File: config.mk
export PLATFORM = sky130hd
export DESIGN_NAME = psrpm_ctrl
export DESIGN_NICKNAME = d
export VERILOG_FILES = /design/src/common/psrpm_pkg.sv /design/src/psrpm_timer.sv /design/src/psrpm_ctrl.sv
export SDC_FILE = /design/constraint.sdc
export NUM_CORES = 1
export LEC_CHECK = 0
export BUFFER_PORTS_ARGS = -buffer_cell sky130_fd_sc_hd__buf_2
export CAP_MARGIN = 20
export CORE_MARGIN = 2
export CORE_UTILIZATION = 45
export DETAILED_ROUTE_END_ITERATION = 10
export PLACE_DENSITY = 0.82
export SYNTH_ARGS = -nofsm -noshare
export SYNTH_HDL_FRONTEND = slang
export SYNTH_SLANG_ARGS = --single-unit
export TNS_END_PERCENT = 10
File: constraint.sdc
create_clock -name I_CLK_SYS -period 2.3 [get_ports I_CLK_SYS]
set_input_delay 0.23 -clock I_CLK_SYS [delete_from_list [all_inputs] [get_ports I_CLK_SYS]]
set_output_delay 0.23 -clock I_CLK_SYS [all_outputs]
set_load 0.01 [all_outputs]
File: src/common/psrpm_pkg.sv
// Package: constants, register map and types of the sleep-mode controller
package psrpm_pkg;

    // ------------------------------------------------------------------
    // Clock and timing
    // ------------------------------------------------------------------
    localparam int CLK_MHZ        = 40;
    localparam int CLK_PERIOD_NS  = 25;
    localparam int SLP_WE_MAX_US  = 1;     // sleep_to_write_max
    localparam int DS_MIN_US      = 10;    // deep_sleep_min_time
    localparam int RECOV_US       = 200;   // deep_sleep_recovery_time
    localparam int WP_MIN_NS      = 50;    // write pulse width
    localparam int SLP_WE_CYC     = SLP_WE_MAX_US * CLK_MHZ;
    localparam int DS_MIN_CYC     = DS_MIN_US * CLK_MHZ;
    localparam int RECOV_CYC_DFLT = RECOV_US * CLK_MHZ;
    localparam int WP_CYC         = (WP_MIN_NS + CLK_PERIOD_NS - 1) / CLK_PERIOD_NS;
    localparam int TMR_W          = 14;

    // ------------------------------------------------------------------
    // Device configuration register fields
    // ------------------------------------------------------------------
    localparam int CFG_W          = 21;
    localparam int CFG_SIZE_LSB   = 0;
    localparam int CFG_TOP_BIT    = 2;
    localparam int CFG_MODE_BIT   = 3;
    localparam int CFG_DSDIS_BIT  = 4;
    localparam logic [CFG_W-1:0] CFG_DFLT     = 21'h000010;
    localparam logic [CFG_W-1:0] CFG_USED_MSK = 21'h00001F;
    localparam logic [1:0] SIZE_QUARTER = 2'h3;
    localparam logic [1:0] SIZE_HALF    = 2'h2;

    // ------------------------------------------------------------------
    // Controller registers on the bus
    // ------------------------------------------------------------------
    localparam logic [1:0] REG_CTRL = 2'h0;   // byte 0x0
    localparam logic [1:0] REG_CFG  = 2'h1;   // byte 0x4
    localparam logic [1:0] REG_STAT = 2'h2;   // byte 0x8
    localparam int CTRL_LOAD_BIT  = 0;
    localparam int CTRL_SLEEP_BIT = 1;
    localparam int CTRL_WAKE_BIT  = 2;
    localparam int STAT_REF_BIT   = 8;
    localparam int STAT_RDY_BIT   = 9;
    localparam int STAT_MIN_BIT   = 10;
    localparam int STAT_MIR_LSB   = 11;

    // ------------------------------------------------------------------
    // Types
    // ------------------------------------------------------------------
    typedef enum logic [6:0] {
        ST_IDLE     = 7'h01,
        ST_ZZ_SETUP = 7'h02,
        ST_WE_LOW   = 7'h04,
        ST_WE_REL   = 7'h08,
        ST_SLEEP    = 7'h10,
        ST_DEEP     = 7'h20,
        ST_RECOVER  = 7'h40
    } psrpm_state_t;

    typedef struct packed {
        logic             sleep_ctrl_n;
        logic             ce_n;
        logic             we_n;
        logic [CFG_W-1:0] addr;
    } psrpm_pins_t;

    localparam psrpm_pins_t PINS_RST = '{sleep_ctrl_n: 1'b1, ce_n: 1'b1, we_n: 1'b1,
                                         addr: 21'h000000};

endpackage

File: src/psrpm_timer.sv
// Down counter used for the pulse, minimum sleep and recovery intervals
module psrpm_timer
    import psrpm_pkg::*;
(
    input  wire logic             i_clk,
    input  wire logic             i_reset,
    input  wire logic             i_load,
    input  wire logic [TMR_W-1:0] i_count,
    output logic                  o_done
);

    logic [TMR_W-1:0] cnt_r;
    logic [TMR_W-1:0] cnt_nxt;

    always_comb begin
        cnt_nxt = cnt_r;
        if (i_load) begin
            cnt_nxt = i_count;
        end else if (cnt_r != '0) begin
            cnt_nxt = cnt_r - 1'b1;
        end
    end

    always_ff @(posedge i_clk) begin
        if (i_reset) begin
            cnt_r <= '0;
        end else begin
            cnt_r <= cnt_nxt;
        end
    end

    assign o_done = (cnt_r == '0);

endmodule

File: src/psrpm_ctrl.sv
// Host-side power mode controller for the pseudo-static RAM, with a Wishbone slave
module psrpm_ctrl
    import psrpm_pkg::*;
#(
    parameter int unsigned RECOV_CYC = RECOV_CYC_DFLT
)
(
    input  wire logic                   I_CLK_SYS,
    input  wire logic                   I_RESET,
    input  wire logic                   I_WB_CYC,
    input  wire logic                   I_WB_STB,
    input  wire logic                   I_WB_WE,
    input  wire logic [31:0]            I_WB_ADR,
    input  wire logic [3:0]             I_WB_SEL,
    input  wire logic [31:0]            I_WB_DAT,
    output logic      [31:0]            O_WB_DAT,
    output logic                        O_WB_ACK,
    output psrpm_pkg::psrpm_pins_t      O_PINS,
    output logic                        O_MEM_READY,
    input  wire logic [20:0]            I_ACC_ADDR,
    output logic                        O_ADDR_OK
);
    import psrpm_pkg::*;

    // ------------------------------------------------------------------
    // State
    // ------------------------------------------------------------------
    psrpm_state_t     state_r,    state_nxt;
    psrpm_pins_t      pins_r,     pins_nxt;
    logic [CFG_W-1:0] cfg_r,      cfg_nxt;
    logic [CFG_W-1:0] load_val_r, load_val_nxt;
    logic [CFG_W-1:0] mirror_r,   mirror_nxt;
    logic             refused_r,  refused_nxt;
    logic             ack_r,      ack_nxt;
    logic [31:0]      rdat_r,     rdat_nxt;
    logic             tmr_load;
    logic [TMR_W-1:0] tmr_cnt;
    logic             tmr_done;
    logic             req;
    logic             wr;
    logic [1:0]       reg_idx;
    logic             cmd_load;
    logic             cmd_sleep;
    logic             cmd_wake;
    logic             cmd_ok;

    psrpm_timer u_timer (
        .i_clk   (I_CLK_SYS),
        .i_reset (I_RESET),
        .i_load  (tmr_load),
        .i_count (tmr_cnt),
        .o_done  (tmr_done)
    );

    // ------------------------------------------------------------------
    // Active section check
    // ------------------------------------------------------------------
    function automatic logic in_section(input logic [20:0] a, input logic [CFG_W-1:0] c);
        logic top;
        logic ok;
        top = c[CFG_TOP_BIT];
        ok  = 1'b1;
        case (c[CFG_SIZE_LSB +: 2])
            SIZE_QUARTER: ok = (a[20:19] == {top, top});
            SIZE_HALF:    ok = (a[20] == top);
            default:      ok = 1'b1;
        endcase
        return ok;
    endfunction

    // Only reduced size mode makes the unselected part unusable
    assign O_ADDR_OK   = !mirror_r[CFG_MODE_BIT] || in_section(I_ACC_ADDR, mirror_r);
    assign O_MEM_READY = (state_r == ST_IDLE);
    assign O_PINS      = pins_r;
    assign O_WB_ACK    = ack_r;
    assign O_WB_DAT    = rdat_r;

    // ------------------------------------------------------------------
    // Bus decode
    // ------------------------------------------------------------------
    assign req       = I_WB_CYC && I_WB_STB && !ack_r;
    assign wr        = req && I_WB_WE;
    assign reg_idx   = I_WB_ADR[3:2];
    assign cmd_load  = wr && (reg_idx == REG_CTRL) && I_WB_SEL[0] && I_WB_DAT[CTRL_LOAD_BIT];
    assign cmd_sleep = wr && (reg_idx == REG_CTRL) && I_WB_SEL[0] && I_WB_DAT[CTRL_SLEEP_BIT];
    assign cmd_wake  = wr && (reg_idx == REG_CTRL) && I_WB_SEL[0] && I_WB_DAT[CTRL_WAKE_BIT];

    // ------------------------------------------------------------------
    // Next values
    // ------------------------------------------------------------------
    always_comb begin
        state_nxt    = state_r;
        pins_nxt     = pins_r;
        cfg_nxt      = cfg_r;
        load_val_nxt = load_val_r;
        mirror_nxt   = mirror_r;
        refused_nxt  = refused_r;
        tmr_load     = 1'b0;
        tmr_cnt      = '0;
        cmd_ok       = 1'b0;
        ack_nxt      = req;
        rdat_nxt     = '0;

        if (wr && (reg_idx == REG_CFG)) begin
            for (int b = 0; b < 2; b++) begin
                if (I_WB_SEL[b]) begin
                    cfg_nxt[b*8 +: 8] = I_WB_DAT[b*8 +: 8];
                end
            end
            // Top lane carries only the five register bits above bit 15
            if (I_WB_SEL[2]) begin
                cfg_nxt[CFG_W-1:16] = I_WB_DAT[CFG_W-1:16];
            end
        end

        if (req && !I_WB_WE) begin
            case (reg_idx)
                REG_CFG: rdat_nxt = {11'h000, cfg_r};
                REG_STAT: begin
                    rdat_nxt[6:0]                   = state_r;
                    rdat_nxt[STAT_REF_BIT]          = refused_r;
                    rdat_nxt[STAT_RDY_BIT]          = (state_r == ST_IDLE);
                    rdat_nxt[STAT_MIN_BIT]          = (state_r == ST_DEEP) && tmr_done;
                    rdat_nxt[STAT_MIR_LSB +: CFG_W] = mirror_r;
                end
                default: rdat_nxt = '0;
            endcase
        end

        case (state_r)
            ST_IDLE: begin
                if (cmd_load) begin
                    cmd_ok                = 1'b1;
                    load_val_nxt          = cfg_r & CFG_USED_MSK;
                    pins_nxt.addr         = cfg_r & CFG_USED_MSK;
                    pins_nxt.sleep_ctrl_n = 1'b0;
                    state_nxt             = ST_ZZ_SETUP;
                end else if (cmd_sleep) begin
                    cmd_ok                = 1'b1;
                    pins_nxt.sleep_ctrl_n = 1'b0;
                    if (!mirror_r[CFG_DSDIS_BIT]) begin
                        tmr_load  = 1'b1;
                        tmr_cnt   = TMR_W'(DS_MIN_CYC);
                        state_nxt = ST_DEEP;
                    end else begin
                        state_nxt = ST_SLEEP;
                    end
                end
            end
            ST_ZZ_SETUP: begin
                // One cycle after the pin falls, well inside the limit
                pins_nxt.ce_n = 1'b0;
                pins_nxt.we_n = 1'b0;
                tmr_load      = 1'b1;
                tmr_cnt       = TMR_W'(WP_CYC - 1);
                state_nxt     = ST_WE_LOW;
            end
            ST_WE_LOW: begin
                if (tmr_done) begin
                    pins_nxt.ce_n = 1'b1;
                    pins_nxt.we_n = 1'b1;
                    state_nxt     = ST_WE_REL;
                end
            end
            ST_WE_REL: begin
                // The new setting takes hold as the pin rises
                pins_nxt.sleep_ctrl_n = 1'b1;
                mirror_nxt            = load_val_r;
                state_nxt             = ST_IDLE;
            end
            ST_SLEEP: begin
                if (cmd_wake) begin
                    cmd_ok                = 1'b1;
                    pins_nxt.sleep_ctrl_n = 1'b1;
                    state_nxt             = ST_IDLE;
                end
            end
            ST_DEEP: begin
                // An early wake is refused rather than deferred
                if (cmd_wake && tmr_done) begin
                    cmd_ok                = 1'b1;
                    pins_nxt.sleep_ctrl_n = 1'b1;
                    mirror_nxt            = CFG_DFLT;
                    tmr_load              = 1'b1;
                    tmr_cnt               = TMR_W'(RECOV_CYC);
                    state_nxt             = ST_RECOVER;
                end
            end
            ST_RECOVER: begin
                if (tmr_done) begin
                    state_nxt = ST_IDLE;
                end
            end
            default: begin
                pins_nxt  = PINS_RST;
                state_nxt = ST_IDLE;
            end
        endcase

        if (cmd_ok) begin
            refused_nxt = 1'b0;
        end else if (cmd_load || cmd_sleep || cmd_wake) begin
            refused_nxt = 1'b1;
        end
    end

    always_ff @(posedge I_CLK_SYS) begin
        if (I_RESET) begin
            state_r    <= ST_IDLE;
            pins_r     <= PINS_RST;
            cfg_r      <= CFG_DFLT;
            load_val_r <= CFG_DFLT;
            mirror_r   <= CFG_DFLT;
            refused_r  <= 1'b0;
            ack_r      <= 1'b0;
            rdat_r     <= '0;
        end else begin
            state_r    <= state_nxt;
            pins_r     <= pins_nxt;
            cfg_r      <= cfg_nxt;
            load_val_r <= load_val_nxt;
            mirror_r   <= mirror_nxt;
            refused_r  <= refused_nxt;
            ack_r      <= ack_nxt;
            rdat_r     <= rdat_nxt;
        end
    end

    // ------------------------------------------------------------------
    // Checking helpers
    // ------------------------------------------------------------------
    logic [15:0] low_cnt_r,  low_cnt_nxt;
    logic [15:0] wake_cnt_r, wake_cnt_nxt;

    always_comb begin
        low_cnt_nxt  = low_cnt_r;
        wake_cnt_nxt = wake_cnt_r;
        if (pins_r.sleep_ctrl_n) begin
            low_cnt_nxt = '0;
        end else if (low_cnt_r != 16'hFFFF) begin
            low_cnt_nxt = low_cnt_r + 1'b1;
        end
        if (state_r == ST_DEEP) begin
            wake_cnt_nxt = '0;
        end else if (wake_cnt_r != 16'hFFFF) begin
            wake_cnt_nxt = wake_cnt_r + 1'b1;
        end
    end

    always_ff @(posedge I_CLK_SYS) begin
        if (I_RESET) begin
            low_cnt_r  <= '0;
            wake_cnt_r <= 16'hFFFF;
        end else begin
            low_cnt_r  <= low_cnt_nxt;
            wake_cnt_r <= wake_cnt_nxt;
        end
    end

    // ------------------------------------------------------------------
    // Assertions
    // ------------------------------------------------------------------
    a_zz_to_we: assert property (@(posedge I_CLK_SYS) disable iff (I_RESET)
        $fell(pins_r.sleep_ctrl_n) && (state_r == ST_ZZ_SETUP) |-> ##[1:40] !pins_r.we_n)
        else $error("write enable late after sleep pin fall");

    a_load_write: assert property (@(posedge I_CLK_SYS) disable iff (I_RESET)
        !pins_r.we_n |-> !pins_r.sleep_ctrl_n && !pins_r.ce_n && (pins_r.addr == load_val_r))
        else $error("write without sleep pin low or wrong value");

    a_we_pulse: assert property (@(posedge I_CLK_SYS) disable iff (I_RESET)
        $fell(pins_r.we_n) |-> !pins_r.we_n [*2] ##1 pins_r.we_n ##1 pins_r.sleep_ctrl_n)
        else $error("write pulse shape wrong");

    a_reload_take: assert property (@(posedge I_CLK_SYS) disable iff (I_RESET)
        (state_r == ST_WE_REL) |=> (mirror_r == $past(load_val_r)) && pins_r.sleep_ctrl_n)
        else $error("loaded value not in force after pin rise");

    a_addr_window: assert property (@(posedge I_CLK_SYS) disable iff (I_RESET)
        mirror_r[CFG_MODE_BIT] && (mirror_r[1:0] == SIZE_QUARTER) &&
        (I_ACC_ADDR[20:19] != {2{mirror_r[CFG_TOP_BIT]}}) |-> !O_ADDR_OK)
        else $error("access outside active section allowed");

    a_reserved_zero: assert property (@(posedge I_CLK_SYS) disable iff (I_RESET)
        !pins_r.we_n |-> (pins_r.addr[20:5] == 16'h0000))
        else $error("reserved bits not zero during load");

    a_deep_min: assert property (@(posedge I_CLK_SYS) disable iff (I_RESET)
        $rose(pins_r.sleep_ctrl_n) && (state_r == ST_RECOVER) |->
        ($past(low_cnt_r) >= 16'(DS_MIN_CYC)))
        else $error("deep sleep held too short");

    a_recover_wait: assert property (@(posedge I_CLK_SYS) disable iff (I_RESET)
        $rose(O_MEM_READY) && ($past(state_r) == ST_RECOVER) |-> (wake_cnt_r >= 16'(RECOV_CYC)))
        else $error("memory ready before recovery time");

    a_deep_default: assert property (@(posedge I_CLK_SYS) disable iff (I_RESET)
        (state_r == ST_RECOVER) |-> (mirror_r == CFG_DFLT))
        else $error("defaults not restored after deep sleep");

    a_wb_ack: assert property (@(posedge I_CLK_SYS) disable iff (I_RESET)
        I_WB_CYC && I_WB_STB && !O_WB_ACK |=> O_WB_ACK ##1 !O_WB_ACK)
        else $error("bus ack not one cycle after request");

endmodule

; ---- Word level (Yosys, flattened, before mapping)
; Index checks and enable logic that the tools add are counted.
[totals]
ff_bits = 126
latch_bits = 0
ram_bits = 0
romBits = 0
in_bits = 94
out_inout_bits = 59
mem_count = 0
[op_classes]
n_addsub = 1
n_mul = 0
n_div = 0
magnitude_cmp = 0
eq_ne = 19
shifts = 0
n_mux = 38
bitwise_logic = 5
reduce_logical = 38
[op_table]
columns = op, count
row1 = one-hot mux 21 bit (2 select lines), 2
row2 = one-hot mux 24 bit (2 select lines), 1
row3 = two-way mux 21 bit, 2
row4 = two-way mux 7 bit, 6
row5 = one-hot mux 7 bit (6 select lines), 1
row6 = one-hot mux 13 bit (3 select lines), 1
row7 = two-way mux 14 bit, 2
row8 = two-way mux 9 bit, 3
row9 = logical NOT 14 bit, 1
row10 = one-hot mux 7 bit (2 select lines), 1
row11 = AND reduction 2 bit, 7
row12 = nonzero test 14 bit, 1
row13 = "subtractor 14 x 1 -> 14 bit, second input constant", 1
row14 = two-way mux 13 bit, 1
row15 = logical AND 1 bit, 12
row16 = two-way mux 1 bit, 11
row17 = "equality test 7 x 1 -> 1 bit, second input constant", 1
row18 = "equality test 7 x 2 -> 1 bit, second input constant", 1
row19 = "equality test 7 x 3 -> 1 bit, second input constant", 1
row20 = "equality test 7 x 4 -> 1 bit, second input constant", 1
row21 = "equality test 7 x 5 -> 1 bit, second input constant", 1
row22 = "equality test 7 x 6 -> 1 bit, second input constant", 1
row23 = "equality test 7 bit, second input constant", 1
row24 = "equality test 2 bit, second input constant", 3
row25 = other kinds (23), 38

; ---- Depth between registers and ports, before layout
; Gate-level depths: netlist of run 1.
[depth]
ltp_word = 10
ltp_mapped = 9
ltp_nobuf = 7

; ---- By module
; Synthesis of run 1 repeated with hierarchy kept, for this count alone.
[hier_totals]
hier_cells = 444
hier_area_um2 = 3968.8
[by_module_without_submodules]
columns = mod, instances, cells_each, area_per_inst_um2, seq_area_each_um2
row1 = psrpm_ctrl, 1, 335, 3081.7, 1361.3
row2 = psrpm_timer, 1, 109, 887.1, 280.3

; ---- Worst setup path before layout of run 1
; No wires, ideal clock.
[synth_timing]
path_kind = reg2reg
from = register ack_r (netlist: O_WB_ACK)
to = register pins_r (netlist bit O_PINS[0])
arrival_ns = 1.692
t_required_ns = 2.183
slack_ns = 0.491
stages_incl_launch_ff = 9
n_path_buf = 3
period_less_slack_ns = 1.809
path_cell_list = dfxtp_1 > and4b_1 > and3_1 > buf_6 > and3_4 > buf_6 > and2_1 > buf_6 > a22o_1
[synth_between]
elab_chain_cells = 8
[synth_lines]
columns = element, line
row1 = from (decl), psrpm_ctrl.sv:34  ; logic ack_r, ack_nxt;
row2 = from (signal assigned), psrpm_ctrl.sv:224  ; ack_r <= ack_nxt;
row3 = logical NOT 1 bit, psrpm_ctrl.sv:81  ; assign req = I_WB_CYC && I_WB_STB && !ack_r;
row4 = logical AND 1 bit, psrpm_ctrl.sv:81
row5 = logical AND 1 bit, psrpm_ctrl.sv:82  ; assign wr = req && I_WB_WE;
row6 = logical AND 1 bit (3 in a row), psrpm_ctrl.sv:84  ; assign cmd_load = wr && (reg_idx == REG_CTRL) && I_WB_SEL[0] && I_WB_DAT[CTRL_LOAD_BIT];
row7 = != test 2 x 1 -> 1 bit (no line), -
row8 = AND reduction 2 bit (no line), -
row9 = to (signal assigned), psrpm_ctrl.sv:219  ; pins_r <= pins_nxt;
row10 = to (decl), psrpm_ctrl.sv:29  ; psrpm_pins_t pins_r, pins_nxt;
; Every way passes these cells.
; A chain may end at the register's enable or synchronous reset.

; ---- Worst setup path after layout of run 1
[layout_timing]
from = register state_r[6]
to = register refused_r
[layout_between]
elab_chain_cells = 3
elab_cells_between_ends = 5
[layout_lines]
columns = element, line
row1 = from (decl), psrpm_ctrl.sv:28  ; psrpm_state_t state_r, state_nxt;
row2 = from (signal assigned), psrpm_ctrl.sv:218  ; state_r <= state_nxt;
row3 = equality test 7 x 6 -> 1 bit (tied with other cells), psrpm_ctrl.sv:130  ; case (state_r)
row4 = one-hot mux 1 bit (3 select lines) (*), psrpm_ctrl.sv:130
row5 = OR reduction 2 bit (no line) (*), -
row6 = to (signal assigned), psrpm_ctrl.sv:223  ; refused_r <= refused_nxt;
row7 = to (decl), psrpm_ctrl.sv:33  ; logic refused_r, refused_nxt;
; Mark *: on every way between the ends. The rest lies on a longest branch, timed or not.

==> results.tsv, run 1 <==
metric	value	unit
Synth area leader	dfxtp_1	
DR WL/cell	15.2	µm
worst IR drop on VDD	0.353	mV
fin area	4290	µm²
Mean Syn Cell Area	8.94	µm²
final net count	583	
Synth Area in Compound Gates	15.0	%
Filler Cells Inserted	769	
chip width	96.1	µm
Area Overhead vs Synth	12.4	%
Sw Share	32.6	%
All-Layer GR Usage	19.9	%
final setup slack of the worst path	0.250	ns
proportion of synthesized area in mux cells	2.10	%
Synth Area in Adders	1.64	%
Worst Skew	0.0122	ns
Synth async-reset ratio	0	%
GR Overflow Total	0	
Int Pwr	2.60	mW
H-tree Lvls	3	
XOR/XNOR Fraction of Synth Area	3.90	%
setup_tns	0	ns
Via density	5.58	
switching power	1.26	mW
Most used DFF post-synth	dfxtp_1	
part of the power in combinational logic	26.8	%
drt total wl	9000	µm
Slew HR	60.0	%
Post-CTS Setup Bufs	0	
dpl hpwl	6660	µm
Total Power	3.86	mW
io pins	153	
drc violations	0	
most frequent cell after synthesis	dfxtp_1	
Max FO, Critical Path	12	
Worst setup SP type	flop	
row count	33	
PortBufs	64	
largest net degree at the start of global routing	26	
cts hold-fix bufs	0	
initial antenna violation count	0	
clock slew at reported path FFs	0.09	ns
max-cap violations	0	
Synth Cell Area	3820	µm²
Synth area leaders	dfxtp_1 (43%), buf_4 (5.9%), nor2_1 (4.3%)	
GPL Wtd Cong	0.964	
Initial DRT Pass Iterations	5	
setup slack at placement	0.300	ns
clock root buffer	clkbuf_8	
First DRT Iteration DRCs	323	
core area	8220	µm²
Cell Area, Placed	4070	µm²
measured slew at the worst slew-check pin	0.600	ns
Netlist cell types	62	
CP Capture Type	flop	
Cell Pwr Density	900	nW/µm²
synth cell count leaders	dfxtp_1 (82), nor2_1 (44), nand2_1 (35), buf_4 (30), nand3_1 (27)	
TritonCTS Sinks	82	
RSZ-0062 raised after global routing	no	
die height	96.1	µm
# diodes	0	
Die ar.	9230	µm²
status	completed	
worst hold path cell count	3	
Seq/Total Area, Yosys	43.0	%
Max Freq	0.488	GHz
Worst EP arrival	2.31	ns
Lkg Pwr	1.78	nW
total vias in the final route	3307	
Period Utilization, post-route	89.1	%
cell depth of the worst flop-to-flop path	4	
CTS Buf Count	9	
vias in the first global route	2946	
Resize count post-CTS	0	
worst-skew pair later-pin latency	0.37	ns
simple-gate share of the synthesized area	23.5	%
Min Clock Period, post-route	2.05	ns
Final Hold Fails	0	
CTS tree	built	
Syn Inst Count	427	
first-pass GRT wire length	14100	µm
Seq cells post-synth	82	
part of the power in registers	43.2	%
largest family of logic cells by synthesized area	simple AND/OR/NAND/NOR gates	
post-synth top area share	43.0	%
clk buf depth	2	
crit path kind	reg2reg	
Req. time, crit path	2.56	ns
Slew Limit Fails	0	
clock share of power	30.0	%
initial core utilization	46.4	%
final setup vio count	0	
number of flops mapped to enable cells by yosys	0	
Routed Antenna Nets	0	
Worst Hold Class	in2reg	
layout cells sized above 1	21.5	%
Ys Warns	0	
[placed cells by master (no fill, tap or decap), types with 6 or more instances in the layout]
master    instances
nand2_1          35
conb_1           27
nor3_1            6
mux2i_1           8
xnor2_1           8
o22ai_1           7
buf_2            64
xor2_1            9
inv_1             8
dfxtp_1          82
a22oi_1          19
nand4_1           6
nor2_1           44
buf_4            12
a22o_1            6
o21ai_0           9
nand3_1          27
and3_1            8
a21oi_1          24
clkbuf_8          9
[power by group through the flow]
stage                     combinational [mW]  sequential [mW]  clock [mW]
after detailed placement                1.01             1.70           0
after global placement                 0.971             1.69           0
after CTS                               1.02             1.66        1.16
after floorplan                        0.827             1.65           0
final                                   1.03             1.67        1.16
after global routing                    1.12             1.68        1.22
[registers in the layout, indices dropped and copies added (netlist names)]
signal         flops
O_PINS             7
O_WB_ACK           1
O_WB_DAT          21
cfg_r             21
load_val_r         5
mirror_r           5
refused_r          1
state_r            7
u_timer.cnt_r     14
[worst max-delay path, stage by stage (launching register included)]
cell,delay [ns]
dfxtp_1,0.48
or4_4,0.64
nor4b_1,0.52
a311o_1,0.26
nor3b_2,0.05
[per-stage QoR]
| stage | util (%) | hold WS, ns | std cells |
|---|---|---|---|
| 3_5_place_dp | 49.6 | 0.446 | 578 |
| 4_1_cts | 52.2 | 0.100 | 593 |
| 6_report | 52.2 | 0.105 | 593 |
| 3_3_place_gp | 49.6 | 0.441 | 578 |
| 5_1_grt | 52.2 | 0.108 | 593 |
| 2_1_floorplan | - | 0.373 | 453 |
[worst paths after layout]
kind / start / to / slack (ns)
hold / removal: I_WB_DAT[15] / cfg_r[15] / 0.10
hold reg to reg: cfg_r[19] / cfg_r[19] / 0.45
setup / recovery: state_r[6] / refused_r / 0.25
setup reg to reg: state_r[6] / refused_r / 0.25
[cells by family after synthesis]
group	after synthesis
mux	8
other cells	1
simple gates	165
fa+ha+maj	5
compound gates	85
buf+inv	64
xor+xnor	17
flops	82
[layer usage]
metal	vias to the layer above	track usage (%)	wire length (µm)
li1	1568	-	-
met3	23	3.29	672
met5	-	0	0
met1	1562	26.3	3880
met2	154	31.4	4200
met4	0	9.88	243
[final cells by class]
class | instances | area (µm²) | share of cell area (%)
inverters | 8 | 30.0 | 0.700
clock inverters | 6 | 90.1 | 2.10
flip-flops and latches | 82 | 1640 | 38.3
repair buffers | 76 | 410 | 9.57
clock buffers | 9 | 124 | 2.89
well taps | 105 | 131 | 3.06
multi-input cells | 307 | 1860 | 43.4
Power figures use the tool's default switching activity.
==> run 2: changes to the inputs <==
PLACE_DENSITY = 0.81   (was 0.82)
SYNTH_HIERARCHICAL = 1   (was unset)
clock period = 2.4 ns   (was 2.3 ns; I/O delays follow)
==> run 2 against run 1 <==
Combinational power grew 18%. Clock-buffer cell count grew 2. Worst setup slack lost 0.24 ns. Clock skew grew 0.0082 ns. Worst hold slack lost 0.0067 ns. Die area grew 3.8%. Maximum frequency shrank 14%. First-iteration DRC count shrank 24%. Via count grew 8.3%.
==> results.tsv, run 2 <==
metric	value	unit	change
Worst EP arrival	2.67	ns	+0.36 ns
met1 Usage GRT	26.4	%	+0.090 points
Worst Hold Class	in2reg		
proportion of synthesized area in mux cells	5.80	%	+3.7 points
Seq cells post-synth	82		unchanged
# diodes	0		unchanged
Slew HR	58.9	%	-1.1 points
status	completed		
first-pass GRT wire length	15800	µm	+12%
clock root buffer	clkbuf_8		
H-tree Lvls	3		unchanged
clock slew at reported path FFs	0.09	ns	about the same
R2R Setup Slk	0.008	ns	-0.24 ns
fin cells	644		+8.6%
gr busiest metal	met2		
min-delay src	I_WB_DAT[4]		
drc violations	0		unchanged
XOR/XNOR Fraction of Synth Area	1.54	%	-2.4 points
worst-skew pair later-pin latency	0.35	ns	-0.02 ns
most frequent cell after synthesis	dfxtp_1		
RSZ-0062 raised after global routing	yes		
vias in the first global route	3397		+15%
die height	97.9	µm	+1.9%
synth cell count leaders	dfxtp_1 (82), nor2_1 (53), nand2_1 (43), buf_4 (28), mux2i_1 (23)		
worst-path cell chain	inv_2 -> ha_4 -> nor4b_4 -> nand4_1 -> inv_4 -> nand4_1 -> nor2_2 -> nand2_1 -> o211ai_1 -> buf_4 -> buf_6 -> or4b_1 -> o211ai_1		
io pins	153		unchanged
Worst setup SP type	flop		
Most used DFF post-synth	dfxtp_1		
Synth Area in Compound Gates	14.9	%	about the same
Area Overhead vs Synth	19.1	%	
CTS Buf Count	9		unchanged
DR WL/cell	15.4	µm	+1.2%
First DRT Iteration DRCs	247		-24%
Max FO, Critical Path	8		-4
sink of the worst hold path	cfg_r[4]		
PortBufs	64		unchanged
Die ar.	9590	µm²	+3.8%
Ys Warns	6		+6
worst IR drop on VDD	0.329	mV	-6.6%
Cell Pwr Density	774	nW/µm²	-14%
worst hold path cell count	3		unchanged
Max Freq	0.418	GHz	-14%
drt total wl	9890	µm	+9.9%
clk buf depth	2		unchanged
Hold Slack	0.0979	ns	-0.00666 ns
Slew Limit Fails	0		unchanged
Routed Antenna Nets	0		unchanged
GR Overflow Total	0		unchanged
Synth area leader	dfxtp_1		
Initial DRT Pass Iterations	5		unchanged
reg-to-reg endpoint	u_timer/cnt_r[5]		
Syn Inst Count	444		+4.0%
commonest non-fill, non-tap cell in the layout	dfxtp_1		
Via density	5.56		-0.29%
final net count	629		+7.9%
Slowest-stage cell, CP	or4b_1		
Worst Skew	0.0204	ns	+0.00817 ns
Req. time, crit path	2.68	ns	+0.12 ns
total vias in the final route	3581		+8.3%
Synth async-reset ratio	0	%	unchanged
cell depth of the worst flop-to-flop path	13		+9
final setup vio count	0		unchanged
simple-gate share of the synthesized area	25.3	%	+1.8 points
reg-to-reg critical path startpoint	u_timer/cnt_r[0]		
Seq/Total Area, Yosys	41.4	%	-1.7 points
Lkg Pwr	2.10	nW	+18%
number of flops mapped to enable cells by yosys	0		unchanged
largest net degree at the start of global routing	46		+77%
TritonCTS Sinks	82		unchanged
dpl hpwl	7000	µm	+5.0%
measured slew at the worst slew-check pin	0.615	ns	+0.0150 ns
placed cell count	622		+7.6%
max-cap violations	0		unchanged
Min Clock Period, post-route	2.39	ns	+0.343 ns
crit path kind	reg2reg		
row count	34		+3.0%
Period Utilization, post-route	99.7	%	+11 points
Total Power	3.66	mW	-5.2%
layout cells sized above 1	27.1	%	+5.5 points
CTS tree	built		
Synth area leaders	dfxtp_1 (41%), mux2i_1 (5.8%), buf_4 (5.3%)		
max incr delay on CP	0.52	ns	-0.12 ns
Synth Area in Adders	1.26	%	-0.38 points
Netlist cell types	68		+9.7%
Cell Area, Placed	4460	µm²	+9.5%
met3 Usage GRT	4.58	%	+1.3 points
post-synth top area share	41.4	%	-1.7 points
CP Capture Type	flop		
largest family of logic cells by synthesized area	simple AND/OR/NAND/NOR gates		
initial antenna violation count	0		unchanged
global-route met2 utilization	32.1	%	+0.77 points
initial core utilization	46.0	%	-0.49 points
All-Layer GR Usage	20.0	%	+0.091 points
core area	8640	µm²	+5.1%
fin util	54.8	%	+2.6 points
cts hold-fix bufs	0		unchanged
most frequent cells in the layout	dfxtp_1 (80), buf_2 (64), nor2_1 (51)		
Mean Syn Cell Area	8.94	µm²	about the same
chip width	97.9	µm	+1.9%
Synth Cell Area	3970	µm²	+4.0%
GPL Wtd Cong	0.961		-0.31%
fin area	4730	µm²	+10%
Final Hold Fails	0		unchanged
setup slack at placement	0.0539	ns	-0.246 ns
final setup slack of the worst path	0.00776	ns	-0.243 ns
setup_tns	0	ns	unchanged
[run 2: changes by cell type after synthesis, moves of 6 or more]
cell and delta:
a22o_1 -6, buf_6 -7, inv_1 +9, mux2i_1 +15
nand2_1 +8, nand3_1 -16, nor2_1 +9
[run 2: cell type report]
class,instances,area (µm²)
clock buffer,11,131
clock inverter,5,37.5
fill,765,3910
inverter,18,70.1
multi-input combinational,325,2120
sequential,82,1640
tap,108,135
timing repair buffer,95,587
[run 2: worst max-delay path: cells and delay by family (launching register included)]
| kind | cells | cell delay, ns |
|---|---|---|
| AND/OR/NAND/NOR | 6 | 1.13 |
| buffers and inverters | 4 | 0.43 |
| flip-flops | 1 | 0.33 |
| AO/OA/AOI/OAI | 2 | 0.28 |
| adder cells (fa/ha/maj) | 1 | 0.16 |
[run 2: logic make-up (layout without fill, tap and decap cells)]
family,after synthesis,count (layout)
and+or+nand+nor,177,177
AOI/OAI and AO/OA,82,82
DFF,82,82
buffers and inverters,68,129
muxes,23,23
xor gates and xnor gates,7,7
adders and majority gates,4,4
other,1,32
[run 2: timing repair]
| item | in CTS | in global routing |
|---|---|---|
| hold endpoints to repair | 0 | 0 |
| buffers inserted | 0 | 5 |
| gates resized for setup | 0 | 10 |
| setup endpoints to repair | 0 | 15 |
[run 2: power breakdown]
group          switching, mW  internal (mW)
combinational          0.659          0.558
sequential            0.0938           1.45
clock                  0.512          0.383
[run 2: layer usage]
metal / vias to the layer above / part of all wire [%]
met4: 0 / 1.9
met3: 24 / 7.3
met1: 1709 / 42
met5: - / 0
met2: 163 / 48
li1: 1685 / -
[run 2: worst max-delay path by stage]
stage,startpoint,end,cells past startpoint
2_1_floorplan,u_timer/cnt_r[1],u_timer/cnt_r[9],14
3_3_place_gp,u_timer/cnt_r[0],u_timer/cnt_r[1],13
3_5_place_dp,u_timer/cnt_r[1],u_timer/cnt_r[1],13
4_1_cts,u_timer/cnt_r[0],u_timer/cnt_r[2],12
5_1_grt,u_timer/cnt_r[0],u_timer/cnt_r[1],13
6_report,u_timer/cnt_r[0],u_timer/cnt_r[5],13
